### src/pkg/rxpe_pkg.sv
// constants and types for the per-port packet error and video option group
package rxpe_pkg;
  localparam int NPORTS = 4;
  localparam logic [7:0] ADDR_PORT_SEL = 8'h4c;
  localparam logic [7:0] ADDR_MAILBOX = 8'h79;
  localparam logic [7:0] ADDR_FLAGS = 8'h7a;
  localparam logic [7:0] ADDR_COUNT = 8'h7b;
  localparam logic [7:0] ADDR_OPTS = 8'h7c;
  localparam logic [1:0] PORT_SEL_RST = 2'h0;
  localparam logic [7:0] MAILBOX_RST = 8'h01;
  localparam logic [3:0] FLAGS_RST = 4'h0;
  localparam logic [7:0] COUNT_RST = 8'h00;
  localparam logic [7:0] COUNT_MAX = 8'hff;
  localparam logic [7:0] OPTS_RST = 8'h20;
  localparam int FLG_LEN = 3;
  localparam int FLG_CKSUM = 2;
  localparam int FLG_ECC2 = 1;
  localparam int FLG_ECC1 = 0;
  localparam int OPT_RAW_HI = 7;
  localparam int OPT_RAW_LO = 6;
  localparam int OPT_TRUNC_PAR = 5;
  localparam int OPT_TRUNC_LINE = 4;
  localparam int OPT_TRUNC_FRAME = 3;
  localparam int OPT_AUTO_POL = 2;
  localparam int OPT_LV_SENSE = 1;
  localparam int OPT_FV_SENSE = 0;
  localparam logic [1:0] RAW_UPPER8 = 2'h2;
  localparam logic [1:0] RAW_LOWER8 = 2'h3;
  // header ecc column codes, data bit 23 first
  localparam logic [23:0][5:0] ECC_COL = {
    6'h3b, 6'h37, 6'h2f, 6'h1f, 6'h38, 6'h34, 6'h32, 6'h31,
    6'h2c, 6'h2a, 6'h29, 6'h26, 6'h25, 6'h23, 6'h1c, 6'h1a,
    6'h19, 6'h16, 6'h15, 6'h13, 6'h0e, 6'h0d, 6'h0b, 6'h07};

  typedef struct packed {
    logic [1:0] port_sel;
    logic [NPORTS-1:0][7:0] mailbox;
    logic [NPORTS-1:0][3:0] flags;
    logic [NPORTS-1:0][7:0] count;
    logic [NPORTS-1:0][7:0] opts;
    logic [7:0] rdata;
    logic [NPORTS-1:0] hdr_valid;
    logic [NPORTS-1:0][23:0] hdr_data;
    logic [NPORTS-1:0] hdr_bad;
  } rxpe_top_state_t;

  typedef enum logic [3:0] {
    VS_FWD = 4'b0001,
    VS_DROP = 4'b0010,
    VS_WAIT = 4'b0100,
    VS_DISC = 4'b1000
  } rxpe_vstate_t;

  typedef struct packed {
    rxpe_vstate_t state;
    logic [1:0] frames;
    logic lv_sense;
    logic fv_sense;
    logic auto_prev;
    logic fv_prev;
    logic [9:0] pix;
    logic lv;
    logic fv;
    logic valid;
  } rxpe_video_state_t;
endpackage

### src/pkg/rxpe_cfg_if.sv
// per-port video option fields and truncation status
`timescale 1ns/1ps
interface rxpe_cfg_if;
  logic [1:0] raw_sel;
  logic trunc_par;
  logic trunc_line;
  logic trunc_frame;
  logic auto_pol;
  logic lv_sense;
  logic fv_sense;
  logic truncating;
  modport regs (output raw_sel, trunc_par, trunc_line, trunc_frame,
    auto_pol, lv_sense, fv_sense, input truncating);
  modport video (input raw_sel, trunc_par, trunc_line, trunc_frame,
    auto_pol, lv_sense, fv_sense, output truncating);
endinterface

### src/rtl/rxpe_top.sv
// per-port register group: mailbox, packet error flags, count, options
`timescale 1ns/1ps
module rxpe_top
  import rxpe_pkg::*;
(
  // clock and reset
  input wire logic core_clk,
  input wire logic reset,
  input wire logic ce,
  // register access from the i2c target
  input wire logic [7:0] reg_addr,
  input wire logic [7:0] reg_wdata,
  input wire logic reg_wr,
  input wire logic reg_rd,
  output logic [7:0] reg_rdata,
  // packet headers and payload checks per port
  input wire logic [NPORTS-1:0] hdr_valid,
  input wire logic [NPORTS-1:0][23:0] hdr_data,
  input wire logic [NPORTS-1:0][5:0] hdr_ecc,
  input wire logic [NPORTS-1:0] len_err,
  input wire logic [NPORTS-1:0] payload_checksum_fault_flag,
  // corrected headers per port
  output logic [NPORTS-1:0] hdr_out_valid,
  output logic [NPORTS-1:0][23:0] hdr_out_data,
  output logic [NPORTS-1:0] hdr_out_bad,
  // incoming video per port
  input wire logic [NPORTS-1:0] raw10_mode,
  input wire logic [NPORTS-1:0] pix_valid,
  input wire logic [NPORTS-1:0][9:0] pix_in,
  input wire logic [NPORTS-1:0] lv_in,
  input wire logic [NPORTS-1:0] fv_in,
  input wire logic [NPORTS-1:0] par_err,
  input wire logic [NPORTS-1:0] line_chg,
  input wire logic [NPORTS-1:0] frame_chg,
  input wire logic [NPORTS-1:0] rx_lock,
  input wire logic [NPORTS-1:0][1:0] pass_thr,
  // forwarded video per port
  output logic [NPORTS-1:0] pix_out_valid,
  output logic [NPORTS-1:0][9:0] pix_out,
  output logic [NPORTS-1:0] lv_out,
  output logic [NPORTS-1:0] fv_out,
  output logic [NPORTS-1:0] frame_trunc
);
  rxpe_top_state_t s_reg, s_next;

  function automatic logic [5:0] ecc_calc(input logic [23:0] d);
    logic [5:0] e;
    e = 6'h00;
    for (int b = 0; b < 24; b++) begin
      if (d[b]) e = e ^ ECC_COL[b];
    end
    return e;
  endfunction

  // hardware set always wins over the read clear
  function automatic logic [3:0] flag_next(input logic [3:0] cur,
      input logic [3:0] set, input logic clr);
    return (cur & ~{4{clr}}) | set;
  endfunction

  logic [5:0] syn;
  logic [23:0] fixd;
  logic hit;
  logic [3:0] set;
  logic rd_flags, rd_count, rd_hit;
  logic [7:0] cnt;

  always_comb begin
    s_next = s_reg;
    syn = 6'h00;
    fixd = 24'h000000;
    hit = 1'b0;
    set = 4'h0;
    rd_hit = 1'b0;
    cnt = 8'h00;
    rd_flags = reg_rd && (reg_addr == ADDR_FLAGS);
    rd_count = reg_rd && (reg_addr == ADDR_COUNT);
    s_next.hdr_valid = '0;
    for (int p = 0; p < NPORTS; p++) begin
      syn = ecc_calc(hdr_data[p]) ^ hdr_ecc[p];
      fixd = hdr_data[p];
      hit = 1'b0;
      for (int b = 0; b < 24; b++) begin
        if (syn == ECC_COL[b]) begin
          fixd[b] = ~fixd[b];
          hit = 1'b1;
        end
      end
      // a lone syndrome bit means only the ecc byte was hit
      if ($countones(syn) == 1) hit = 1'b1;
      set = 4'h0;
      set[FLG_LEN] = len_err[p];
      set[FLG_CKSUM] = payload_checksum_fault_flag[p];
      if (hdr_valid[p] && syn != 6'h00) begin
        set[FLG_ECC1] = hit;
        set[FLG_ECC2] = ~hit;
      end
      s_next.hdr_valid[p] = hdr_valid[p];
      // multi-bit headers leave as received, only marked bad
      s_next.hdr_data[p] = hit ? fixd : hdr_data[p];
      s_next.hdr_bad[p] = hdr_valid[p] && syn != 6'h00 && !hit;
      rd_hit = (s_reg.port_sel == p[1:0]);
      s_next.flags[p] = flag_next(s_reg.flags[p], set,
        rd_flags && rd_hit);
      cnt = s_reg.count[p];
      if (rd_count && rd_hit) begin
        cnt = COUNT_RST;
      end
      if (set != 4'h0 && cnt != COUNT_MAX) begin
        cnt = cnt + 8'h01;
      end
      s_next.count[p] = cnt;
    end
    if (reg_wr) begin
      unique case (reg_addr)
        ADDR_PORT_SEL: s_next.port_sel = reg_wdata[1:0];
        ADDR_MAILBOX: s_next.mailbox[s_reg.port_sel] = reg_wdata;
        ADDR_OPTS: s_next.opts[s_reg.port_sel] = reg_wdata;
        default: ;
      endcase
    end
    if (reg_rd) begin
      unique case (reg_addr)
        ADDR_PORT_SEL: s_next.rdata = {6'h00, s_reg.port_sel};
        ADDR_MAILBOX: s_next.rdata = s_reg.mailbox[s_reg.port_sel];
        ADDR_FLAGS:
          s_next.rdata = {4'h0, s_reg.flags[s_reg.port_sel]};
        ADDR_COUNT: s_next.rdata = s_reg.count[s_reg.port_sel];
        ADDR_OPTS: s_next.rdata = s_reg.opts[s_reg.port_sel];
        default: s_next.rdata = 8'h00;
      endcase
    end
  end

  always_ff @(posedge core_clk or posedge reset) begin
    if (reset) begin
      s_reg <= '{port_sel: PORT_SEL_RST,
        mailbox: {NPORTS{MAILBOX_RST}},
        flags: {NPORTS{FLAGS_RST}},
        count: {NPORTS{COUNT_RST}},
        opts: {NPORTS{OPTS_RST}},
        default: '0};
    end else if (ce) begin
      s_reg <= s_next;
    end
  end

  assign reg_rdata = s_reg.rdata;
  assign hdr_out_valid = s_reg.hdr_valid;
  assign hdr_out_data = s_reg.hdr_data;
  assign hdr_out_bad = s_reg.hdr_bad;

  rxpe_cfg_if cfg_bus[NPORTS]();

  for (genvar i = 0; i < NPORTS; i++) begin : g_port
    assign cfg_bus[i].raw_sel = s_reg.opts[i][OPT_RAW_HI:OPT_RAW_LO];
    assign cfg_bus[i].trunc_par = s_reg.opts[i][OPT_TRUNC_PAR];
    assign cfg_bus[i].trunc_line = s_reg.opts[i][OPT_TRUNC_LINE];
    assign cfg_bus[i].trunc_frame = s_reg.opts[i][OPT_TRUNC_FRAME];
    assign cfg_bus[i].auto_pol = s_reg.opts[i][OPT_AUTO_POL];
    assign cfg_bus[i].lv_sense = s_reg.opts[i][OPT_LV_SENSE];
    assign cfg_bus[i].fv_sense = s_reg.opts[i][OPT_FV_SENSE];
    assign frame_trunc[i] = cfg_bus[i].truncating;

    rxpe_video u_video (
      .core_clk(core_clk),
      .reset(reset),
      .ce(ce),
      .cfg(cfg_bus[i]),
      .raw10_mode(raw10_mode[i]),
      .pix_valid(pix_valid[i]),
      .pix_in(pix_in[i]),
      .lv_in(lv_in[i]),
      .fv_in(fv_in[i]),
      .par_err(par_err[i]),
      .line_chg(line_chg[i]),
      .frame_chg(frame_chg[i]),
      .rx_lock(rx_lock[i]),
      .pass_thr(pass_thr[i]),
      .pix_out_valid(pix_out_valid[i]),
      .pix_out(pix_out[i]),
      .lv_out(lv_out[i]),
      .fv_out(fv_out[i])
    );
  end
endmodule // rxpe_top

### src/rtl/rxpe_video.sv
// per-port video path: bit reduction, polarity, frame truncation
`timescale 1ns/1ps
module rxpe_video
  import rxpe_pkg::*;
(
  // clock and reset
  input wire logic core_clk,
  input wire logic reset,
  input wire logic ce,
  // options from the register group
  rxpe_cfg_if.video cfg,
  // incoming video
  input wire logic raw10_mode,
  input wire logic pix_valid,
  input wire logic [9:0] pix_in,
  input wire logic lv_in,
  input wire logic fv_in,
  // link events and pass qualification
  input wire logic par_err,
  input wire logic line_chg,
  input wire logic frame_chg,
  input wire logic rx_lock,
  input wire logic [1:0] pass_thr,
  // forwarded video
  output logic pix_out_valid,
  output logic [9:0] pix_out,
  output logic lv_out,
  output logic fv_out
);
  rxpe_video_state_t s_reg, s_next;
  logic lvs, fvs, lvn, fvn, fend, cut_frame, cut_lp;
  logic [1:0] cnt_inc;

  always_comb begin
    s_next = s_reg;
    lvs = cfg.auto_pol ? s_reg.lv_sense : cfg.lv_sense;
    fvs = cfg.auto_pol ? s_reg.fv_sense : cfg.fv_sense;
    lvn = lv_in ^ lvs;
    fvn = fv_in ^ fvs;
    fend = s_reg.fv_prev & ~fvn;
    cut_frame = cfg.trunc_frame & frame_chg;
    cut_lp = (cfg.trunc_par & par_err)
      | (cfg.trunc_line & line_chg);
    cnt_inc = s_reg.frames + 2'h1;
    s_next.fv_prev = fvn;
    s_next.auto_prev = cfg.auto_pol;
    unique case (s_reg.state)
      VS_FWD: begin
        if (cut_frame) begin
          s_next.state = VS_WAIT;
          s_next.frames = 2'h0;
        end else if (cut_lp) begin
          s_next.state = VS_DROP;
        end
      end
      VS_DROP: begin
        if (cut_frame) begin
          s_next.state = VS_WAIT;
          s_next.frames = 2'h0;
        end else if (fend) begin
          s_next.state = VS_FWD;
        end
      end
      VS_WAIT: begin
        // any enabled cut event restarts the frame count toward the threshold
        if (cut_frame | cut_lp) begin
          s_next.frames = 2'h0;
        end else if (pass_thr == 2'h0) begin
          if (rx_lock) s_next.state = VS_FWD;
        end else if (fend) begin
          s_next.frames = cnt_inc;
          if (cnt_inc >= pass_thr) s_next.state = VS_FWD;
        end
      end
      VS_DISC: begin
        if (fend) s_next.state = VS_FWD;
      end
      default: s_next.state = VS_FWD;
    endcase
    // the bus is assumed idle at blanking level when detection is enabled
    if (cfg.auto_pol & ~s_reg.auto_prev) begin
      s_next.lv_sense = lv_in;
      s_next.fv_sense = fv_in;
      // blanking is idle under the new sense: no false frame end
      s_next.fv_prev = 1'b0;
      s_next.state = VS_DISC;
    end
    s_next.valid = (s_reg.state == VS_FWD) & pix_valid;
    s_next.lv = (s_reg.state == VS_FWD) & lvn;
    s_next.fv = (s_reg.state == VS_FWD) & fvn;
    s_next.pix = pix_in;
    if (raw10_mode && cfg.raw_sel == RAW_UPPER8) begin
      s_next.pix = {2'h0, pix_in[9:2]};
    end else if (raw10_mode && cfg.raw_sel == RAW_LOWER8) begin
      s_next.pix = {2'h0, pix_in[7:0]};
    end
  end

  always_ff @(posedge core_clk or posedge reset) begin
    if (reset) begin
      s_reg <= '{state: VS_FWD, default: '0};
    end else if (ce) begin
      s_reg <= s_next;
    end
  end

  assign cfg.truncating = (s_reg.state != VS_FWD);
  assign pix_out_valid = s_reg.valid;
  assign pix_out = s_reg.pix;
  assign lv_out = s_reg.lv;
  assign fv_out = s_reg.fv;
endmodule // rxpe_video

### config.mk
export PLATFORM = sky130hd
export DESIGN_NAME = rxpe_top
export DESIGN_NICKNAME = d
export VERILOG_FILES = /design/src/pkg/rxpe_pkg.sv /design/src/pkg/rxpe_cfg_if.sv /design/src/rtl/rxpe_top.sv /design/src/rtl/rxpe_video.sv
export SDC_FILE = /design/constraint.sdc
export NUM_CORES = 1
export LEC_CHECK = 0
export BUFFER_PORTS_ARGS = -buffer_cell sky130_fd_sc_hd__buf_2
export CAP_MARGIN = 10
export CORE_AREA = 8 8 316 288
export DETAILED_ROUTE_END_ITERATION = 10
export DIE_AREA = 0 0 324 296
export PLACE_DENSITY_LB_ADDON = 0.3
export SLEW_MARGIN = 20
export SYNTH_ARGS = -nofsm -noshare
export SYNTH_HDL_FRONTEND = slang
export SYNTH_SLANG_ARGS = --single-unit
### constraint.sdc
create_clock -name core_clk -period 16.3 [get_ports core_clk]
set_input_delay 3.26 -clock core_clk [delete_from_list [all_inputs] [get_ports core_clk]]
set_output_delay 3.26 -clock core_clk [all_outputs]
set_load 0.01 [all_outputs]
==> impl_metrics.py, run 1 <==
metrics = {
    "run_status": {
        "outcome": "completed",
    },
    "final_layout": {
        "fillers": 9129,
        "largest_reg_flops": 96,
        "final_cell_area_mm2": 0.0246,
        "syn2layout_area_growth_pct": 15.9,
        "nets": 2652,
        "drive_gt1_frac": 0.260,
    },
    "sta": {
        "maxSlewViolCount": 0,
        "max_freq_ghz": 0.143,
        "fin_crit_sh": 0.430,
        "hold_viol": 0,
        "tightest_slew_ns": 1.02,
        "setup_viol": 0,
        "final.setup.tns_ns": 0,
        "fin_crit_ns": 7.00,
        "max_slew_margin": 0.321,
        "setup_slack_ns": 9.30,
        "clock-skew-final_ns": 0.0216,
        "rsz0062_at_grt": "no",
    },
    "worst_hold_path": {
        "min_to": "reg_rdata[2]",
        "hp-class": "flop to flop",
        "hold_start": "reg_rdata[2]",
        "holdPathStages": 2,
    },
    "placement": {
        "globalplace.congestion": 0.840,
        "detailedPlace.worstSlack_ns": 8.72,
        "dp_hpwl_um": 52300,
        "io_buffers": 400,
        "placed_cell_area_mm2": 0.0231,
    },
    "floorplan": {
        "row_count": 102,
        "die_y_um": 296,
        "die_area_mm2": 0.0959,
        "core_mm2": 0.0853,
        "start_util": 0.249,
        "top_level_ports": 401,
        "die_w_um": 324,
    },
    "job": {
        "maxCapViolations": 0,
    },
    "critical_path": {
        "critPathRequiredTime_ns": 16.77,
        "crit_fanout": 11,
        "path_class": "primary input to flop",
        "worstSetupStartpointType": "primary input",
        "r2r_slack_ns": 13.23,
        "rr_worst_depth": 9,
        "end_kind": "flop",
        "crit_arrival_ns": 7.47,
        "r2r-start": "s_reg[224]",
        "r2r_end": "s_reg[174]",
    },
    "grt": {
        "grtUsageTotal": 0.138,
        "grt_util_met1": 0.189,
        "grt_pass1_vias": 16241,
        "grt_max_degree": 193,
        "grt_pass1_wl_um": 103000,
        "grtUsageMet3": 0.0378,
        "gr-usage-met2": 0.216,
        "grt_busiest_layer": "met2",
        "antenna_found_initial": 14,
        "grt.overflow.total": 0,
    },
    "logic_synthesis": {
        "ys_ff_latch": 318,
        "syn_nets": 2460,
        "synthFlopType": "dfrtp_1",
        "syn-cell-area_mm2": 0.0212,
        "avgSynthCellArea_um2": 9.69,
        "ys_types": 77,
        "ys_seq_area_frac": 0.376,
        "synth_edf_count": 0,
        "syn_inst": 2187,
        "async_flop_share": 1.00,
        "yosysWarnings": 0,
    },
    "cts": {
        "cts_max_level": 2,
        "clockBufferDepth": 3,
        "cts_sinks": 318,
        "path_clk_slew_ns": 0.06,
        "holdBufCountCts": 0,
        "cts_root_buf": "clkbuf_16",
        "cts_tree": "yes",
        "clkLatencyLatePin_ns": 0.59,
        "cts_made_buffers": 43,
        "post-cts-setup-buffers": 0,
        "post_cts_resized": 0,
    },
    "route": {
        "wire_per_inst_um": 19.2,
        "firstDrtPassIters": 5,
        "drc": 0,
        "initialDrtViolationCount": 864,
        "via_count": 16117,
        "ant_nets": 0,
        "routed_wl_um": 68400,
        "via_per_inst": 4.53,
    },
    "power_and_ir_drop": {
        "power_leakage_nw": 10.9,
        "power_density_mw_per_mm2": 145,
        "max-vdd-ir-drop_mv": 0.0703,
    },
}
## cell type report
type / count / area (µm²) / share of cell area
multi-input combinational: 1542 / 11400 / 0.462
sequential: 318 / 7970 / 0.324
timing repair buffer: 413 / 2120 / 0.0864
tap: 1144 / 1430 / 0.0582
clock buffer: 58 / 1200 / 0.0489
clock inverter: 19 / 248 / 0.0101
inverter: 61 / 236 / 0.00962
antenna: 4 / 10.0 / 0.000407
## how the worst max path moves through the flow
stage | start | to | depth (start not counted) | slack (ns)
3_5_place_dp | hdr_data[31] | s_reg[181] | 15 | 8.72
6_report | hdr_data[31] | hdr_out_bad[1] | 15 | 9.30
5_1_grt | hdr_data[31] | hdr_out_bad[1] | 15 | 9.09
4_1_cts | hdr_data[31] | hdr_out_bad[1] | 15 | 9.36
3_3_place_gp | hdr_data[31] | s_reg[181] | 15 | 8.76
2_1_floorplan | reset | cfg_bus[0].auto_pol | 1 | 4.26
## through the flow
step / utilization / hold slack, ns / total power, W / cells
5_1_grt: 0.288 / 0.503 / 0.00385 / 3557
2_1_floorplan: - / 0.441 / 0.00225 / 2187
6_report: 0.288 / 0.472 / 0.00357 / 3559
3_3_place_gp: 0.271 / 0.457 / 0.00261 / 3478
3_5_place_dp: 0.271 / 0.465 / 0.00262 / 3478
4_1_cts: 0.288 / 0.479 / 0.00363 / 3555
## layer usage
| layer | wire length (µm) | vias to the layer above | part of all wire |
|---|---|---|---|
| met1 | 30900 | 7818 | 0.45 |
| li1 | - | 7793 | - |
| met4 | 1320 | 14 | 0.019 |
| met5 | 96 | - | 0.0014 |
| met2 | 31500 | 408 | 0.46 |
| met3 | 4620 | 84 | 0.068 |
## power by group
group	switching (W)	internal (W)	total, W
Sequential	0.000106	0.000907	0.00101
Clock	0.000404	0.000572	0.000976
Combinational	0.000948	0.000637	0.00158
Total	0.00146	0.00212	0.00357
## placed cells by master (no fill, tap or decap), drive strengths merged, types with 30 or more instances in the layout
cell type | Yosys | final
inv | 61 | 62
dfrtp | 306 | 306
mux2 | 79 | 79
nand3 | 106 | 106
nand2 | 141 | 141
nor2 | 204 | 204
a21oi | 163 | 163
xnor2 | 161 | 161
clkbuf | 83 | 58
mux2i | 57 | 57
xor2 | 141 | 141
o21ai | 76 | 76
xnor3 | 30 | 30
buf | 183 | 413
## critical path, cell delays in order
cell and delay, ns:
buf_2 0.12, xnor3_1 0.43, xor2_1 0.32, xor2_1 0.21, xor2_1 0.63, inv_2 0.14
fa_1 0.51, inv_1 0.05, fa_1 0.50, and2_1 0.15, fa_1 0.40, or3_1 0.37
nand4_1 0.09, nor4_1 0.08, a21o_1 0.20
## synthesized netlist by cell type (all sizes together), types with 4 or more instances
cell / number / area [µm²]
a211oi: 4 / 30.0
a21o: 9 / 67.6
a21oi: 163 / 816
a221oi: 6 / 52.6
a22o: 22 / 193
a22oi: 4 / 30.0
a31o: 5 / 43.8
a31oi: 10 / 62.6
and2: 27 / 169
and3: 19 / 119
buf: 183 / 1340
clkbuf: 83 / 312
dfrtp: 306 / 7660
dfstp: 12 / 315
fa: 12 / 240
ha: 28 / 350
inv: 61 / 229
mux2: 79 / 890
mux2i: 57 / 571
mux4: 28 / 631
nand2: 141 / 529
nand2b: 29 / 181
nand3: 106 / 531
nand3b: 8 / 60.1
nand4: 19 / 119
nor2: 204 / 766
nor2b: 20 / 125
nor3: 20 / 100
nor3b: 6 / 45.0
nor4: 12 / 75.1
o21ai: 76 / 380
o22a: 4 / 35.0
o2bb2ai: 20 / 175
o31ai: 10 / 75.1
or2: 9 / 56.3
or3: 6 / 37.5
xnor2: 161 / 1440
xnor3: 30 / 679
xor2: 141 / 1230
## cell families after synthesis
logic type | share of synthesized area
and+or+nand+nor | 0.142
AOI/OAI and AO/OA | 0.108
xor gates and xnor gates | 0.160
buffers and inverters | 0.0887
DFF | 0.376
muxes | 0.0986
adders and majority gates | 0.0279
Note: power is estimated with default switching activity, not from simulation.
==> run 2, diff against run 1 <==
clock period = 6.6 ns   (was 16.3 ns; I/O delays follow)
==> impl_metrics.py, run 2 (synthesized netlist as in run 1, its figures left out) <==
metrics = {
    "sta": {
        "clock-skew-final_ns": 0.0405,
        "whs_ns": 0.474,
        "fin_crit_ns": 4.93,
        "tightest_slew_ns": 1.06,
        "max_slew_margin": 0.291,
        "final.setup.tns_ns": 0,
        "setup_viol": 0,
        "max_freq_ghz": 0.203,
        "rsz0062_at_grt": "no",
        "fin_crit_sh": 0.747,
        "maxSlewViolCount": 0,
        "hold_viol": 0,
    },
    "route": {
        "routed_wl_um": 68300,
        "firstDrtPassIters": 5,
        "initialDrtViolationCount": 1035,
        "wl_met3_um": 5400,
        "via_count": 16257,
        "wire_per_inst_um": 19.2,
        "top_layer_used": "met5",
        "ant_nets": 0,
        "drc": 0,
        "wl_met1_um": 30600,
        "via_per_inst": 4.56,
        "routed-wl-met2_um": 30700,
    },
    "final_layout": {
        "nets": 2655,
        "multi_input_area_mm2": 0.0114,
        "final_common_cell": "buf_2",
        "fillers": 9164,
        "mostFrequentLayoutCells": "buf_2 (399), dfrtp_1 (305), nor2_1 (204)",
        "syn2layout_area_growth_pct": 16.5,
        "final_cell_area_mm2": 0.0247,
        "drive_gt1_frac": 0.263,
        "final-seq-area_mm2": 0.00797,
        "largest_reg_flops": 96,
    },
    "job": {
        "maxCapViolations": 0,
    },
    "power_and_ir_drop": {
        "power_w": 0.00899,
        "max-vdd-ir-drop_mv": 0.162,
        "power_leakage_nw": 11.0,
        "p_switching_w": 0.00363,
        "power_switching_share": 0.403,
        "power.share.combinational": 0.438,
        "power_density_mw_per_mm2": 364,
        "internal_power_w": 0.00537,
        "clockPowerShare": 0.283,
        "pwr-share-seq": 0.278,
    },
    "cts": {
        "cts_sinks": 318,
        "cts_max_level": 2,
        "post_cts_resized": 0,
        "clockBufferDepth": 3,
        "cts_root_buf": "clkbuf_16",
        "cts_tree": "yes",
        "holdBufCountCts": 0,
        "cts_made_buffers": 43,
        "path_clk_slew_ns": 0.06,
        "post-cts-setup-buffers": 0,
        "clkLatencyLatePin_ns": 0.60,
    },
    "worst_hold_path": {
        "hp-class": "flop to flop",
    },
    "critical_path": {
        "crit_slowest_cell": "xnor3_1",
        "crit_fanout": 14,
        "end_kind": "flop",
        "crit_top_cell": "fa_1",
        "worstPathCellList": "buf_2 > xor2_1 > xnor3_1 > xnor3_1 > fa_1 > inv_1 > fa_1 > nor2b_1 > fa_1 > nor3b_1 > a32o_1 > a211oi_1 > nand4_1 > a311o_1 > o21ai_1",
        "critPathMaxStageDelay_ns": 0.72,
        "worstSetupStartpointType": "primary input",
        "path_class": "primary input to flop",
        "critPathRequiredTime_ns": 7.10,
        "crit_arrival_ns": 5.43,
    },
    "placement": {
        "io_buffers": 400,
        "dp_hpwl_um": 52000,
        "globalplace.congestion": 0.826,
        "placed_cell_area_mm2": 0.0231,
    },
    "grt": {
        "grt.overflow.total": 0,
        "grtUsageTotal": 0.137,
        "grt_pass1_wl_um": 102000,
        "grt_max_degree": 142,
        "antenna_found_initial": 13,
        "grt_pass1_vias": 16257,
    },
    "floorplan": {
        "die_area_mm2": 0.0959,
        "start_util": 0.249,
        "die_y_um": 296,
        "row_count": 102,
        "die_w_um": 324,
        "top_level_ports": 401,
        "core_mm2": 0.0853,
    },
    "run_status": {
        "outcome": "completed",
    },
}
==> run 2: cell count changes in the layout (fill, tap and decap cells not counted), moves of 2 or more <==
cell        delta
clkbuf_8       +5
clkinv_4       -2
buf_4          +2
bufinv_16      +2
clkbuf_1       -3
clkinv_2       -3
clkinvlp_4     +3
==> run 2: area by class of cell <==
class / instances / area share
antenna: 3 / 0.000304
clock buffer: 60 / 0.0510
clock inverter: 19 / 0.0120
inverter: 61 / 0.00942
multi-input combinational: 1542 / 0.459
sequential: 318 / 0.323
tap: 1144 / 0.0579
timing repair buffer: 416 / 0.0873
==> run 2: critical path, delay by kind of cell <==
| kind | cells | cell delay, ns |
|---|---|---|
| buf+inv | 2 | 0.20 |
| compound gates | 4 | 0.75 |
| fa+ha+maj | 3 | 1.47 |
| simple gates | 3 | 0.38 |
| xor+xnor | 3 | 1.31 |
==> run 2: final timing paths <==
kind | slack, ns | startpoint | cells after the start | end
worst max-delay path | 1.67 | hdr_data[93] | 15 | hdr_out_bad[3]
worst min-delay path | 0.47 | reg_rdata[0] | 1 | reg_rdata[0]
worst max register to register | 3.54 | s_reg[224] | 9 | s_reg[174]
worst min register to register | 0.47 | reg_rdata[0] | 1 | reg_rdata[0]
max in group asynchronous | 4.33 | reset | 4 | g_port[0].u_video.pix_out[1]
min in group asynchronous | 0.86 | reset | 3 | hdr_out_data[55]
==> run 2: power groups by stage <==
stage / Combinational, W / Sequential [W] / Clock (W)
6_report: 0.00394 / 0.00250 / 0.00255
3_3_place_gp: 0.00394 / 0.00253 / 0
3_5_place_dp: 0.00396 / 0.00253 / 0
5_1_grt: 0.00442 / 0.00254 / 0.00272
2_1_floorplan: 0.00313 / 0.00243 / 0
4_1_cts: 0.00397 / 0.00250 / 0.00265
==> run 2: per-layer routing <==
metal | vias up | GRT usage
met2 | 441 | 0.210
met5 | - | 0
met3 | 91 | 0.0463
met4 | 10 | 0.0345
met1 | 7919 | 0.184
li1 | 7796 | -
==> run 2: stage by stage <==
| stage | util | instances | setup WS, ns |
|---|---|---|---|
| after floorplan | - | 2187 | 1.05 |
| final | 0.290 | 3563 | 1.67 |
| after detailed placement | 0.272 | 3481 | 1.10 |
| after global routing | 0.290 | 3560 | 1.46 |
| after global placement | 0.271 | 3481 | 1.10 |
| after CTS | 0.290 | 3560 | 1.72 |
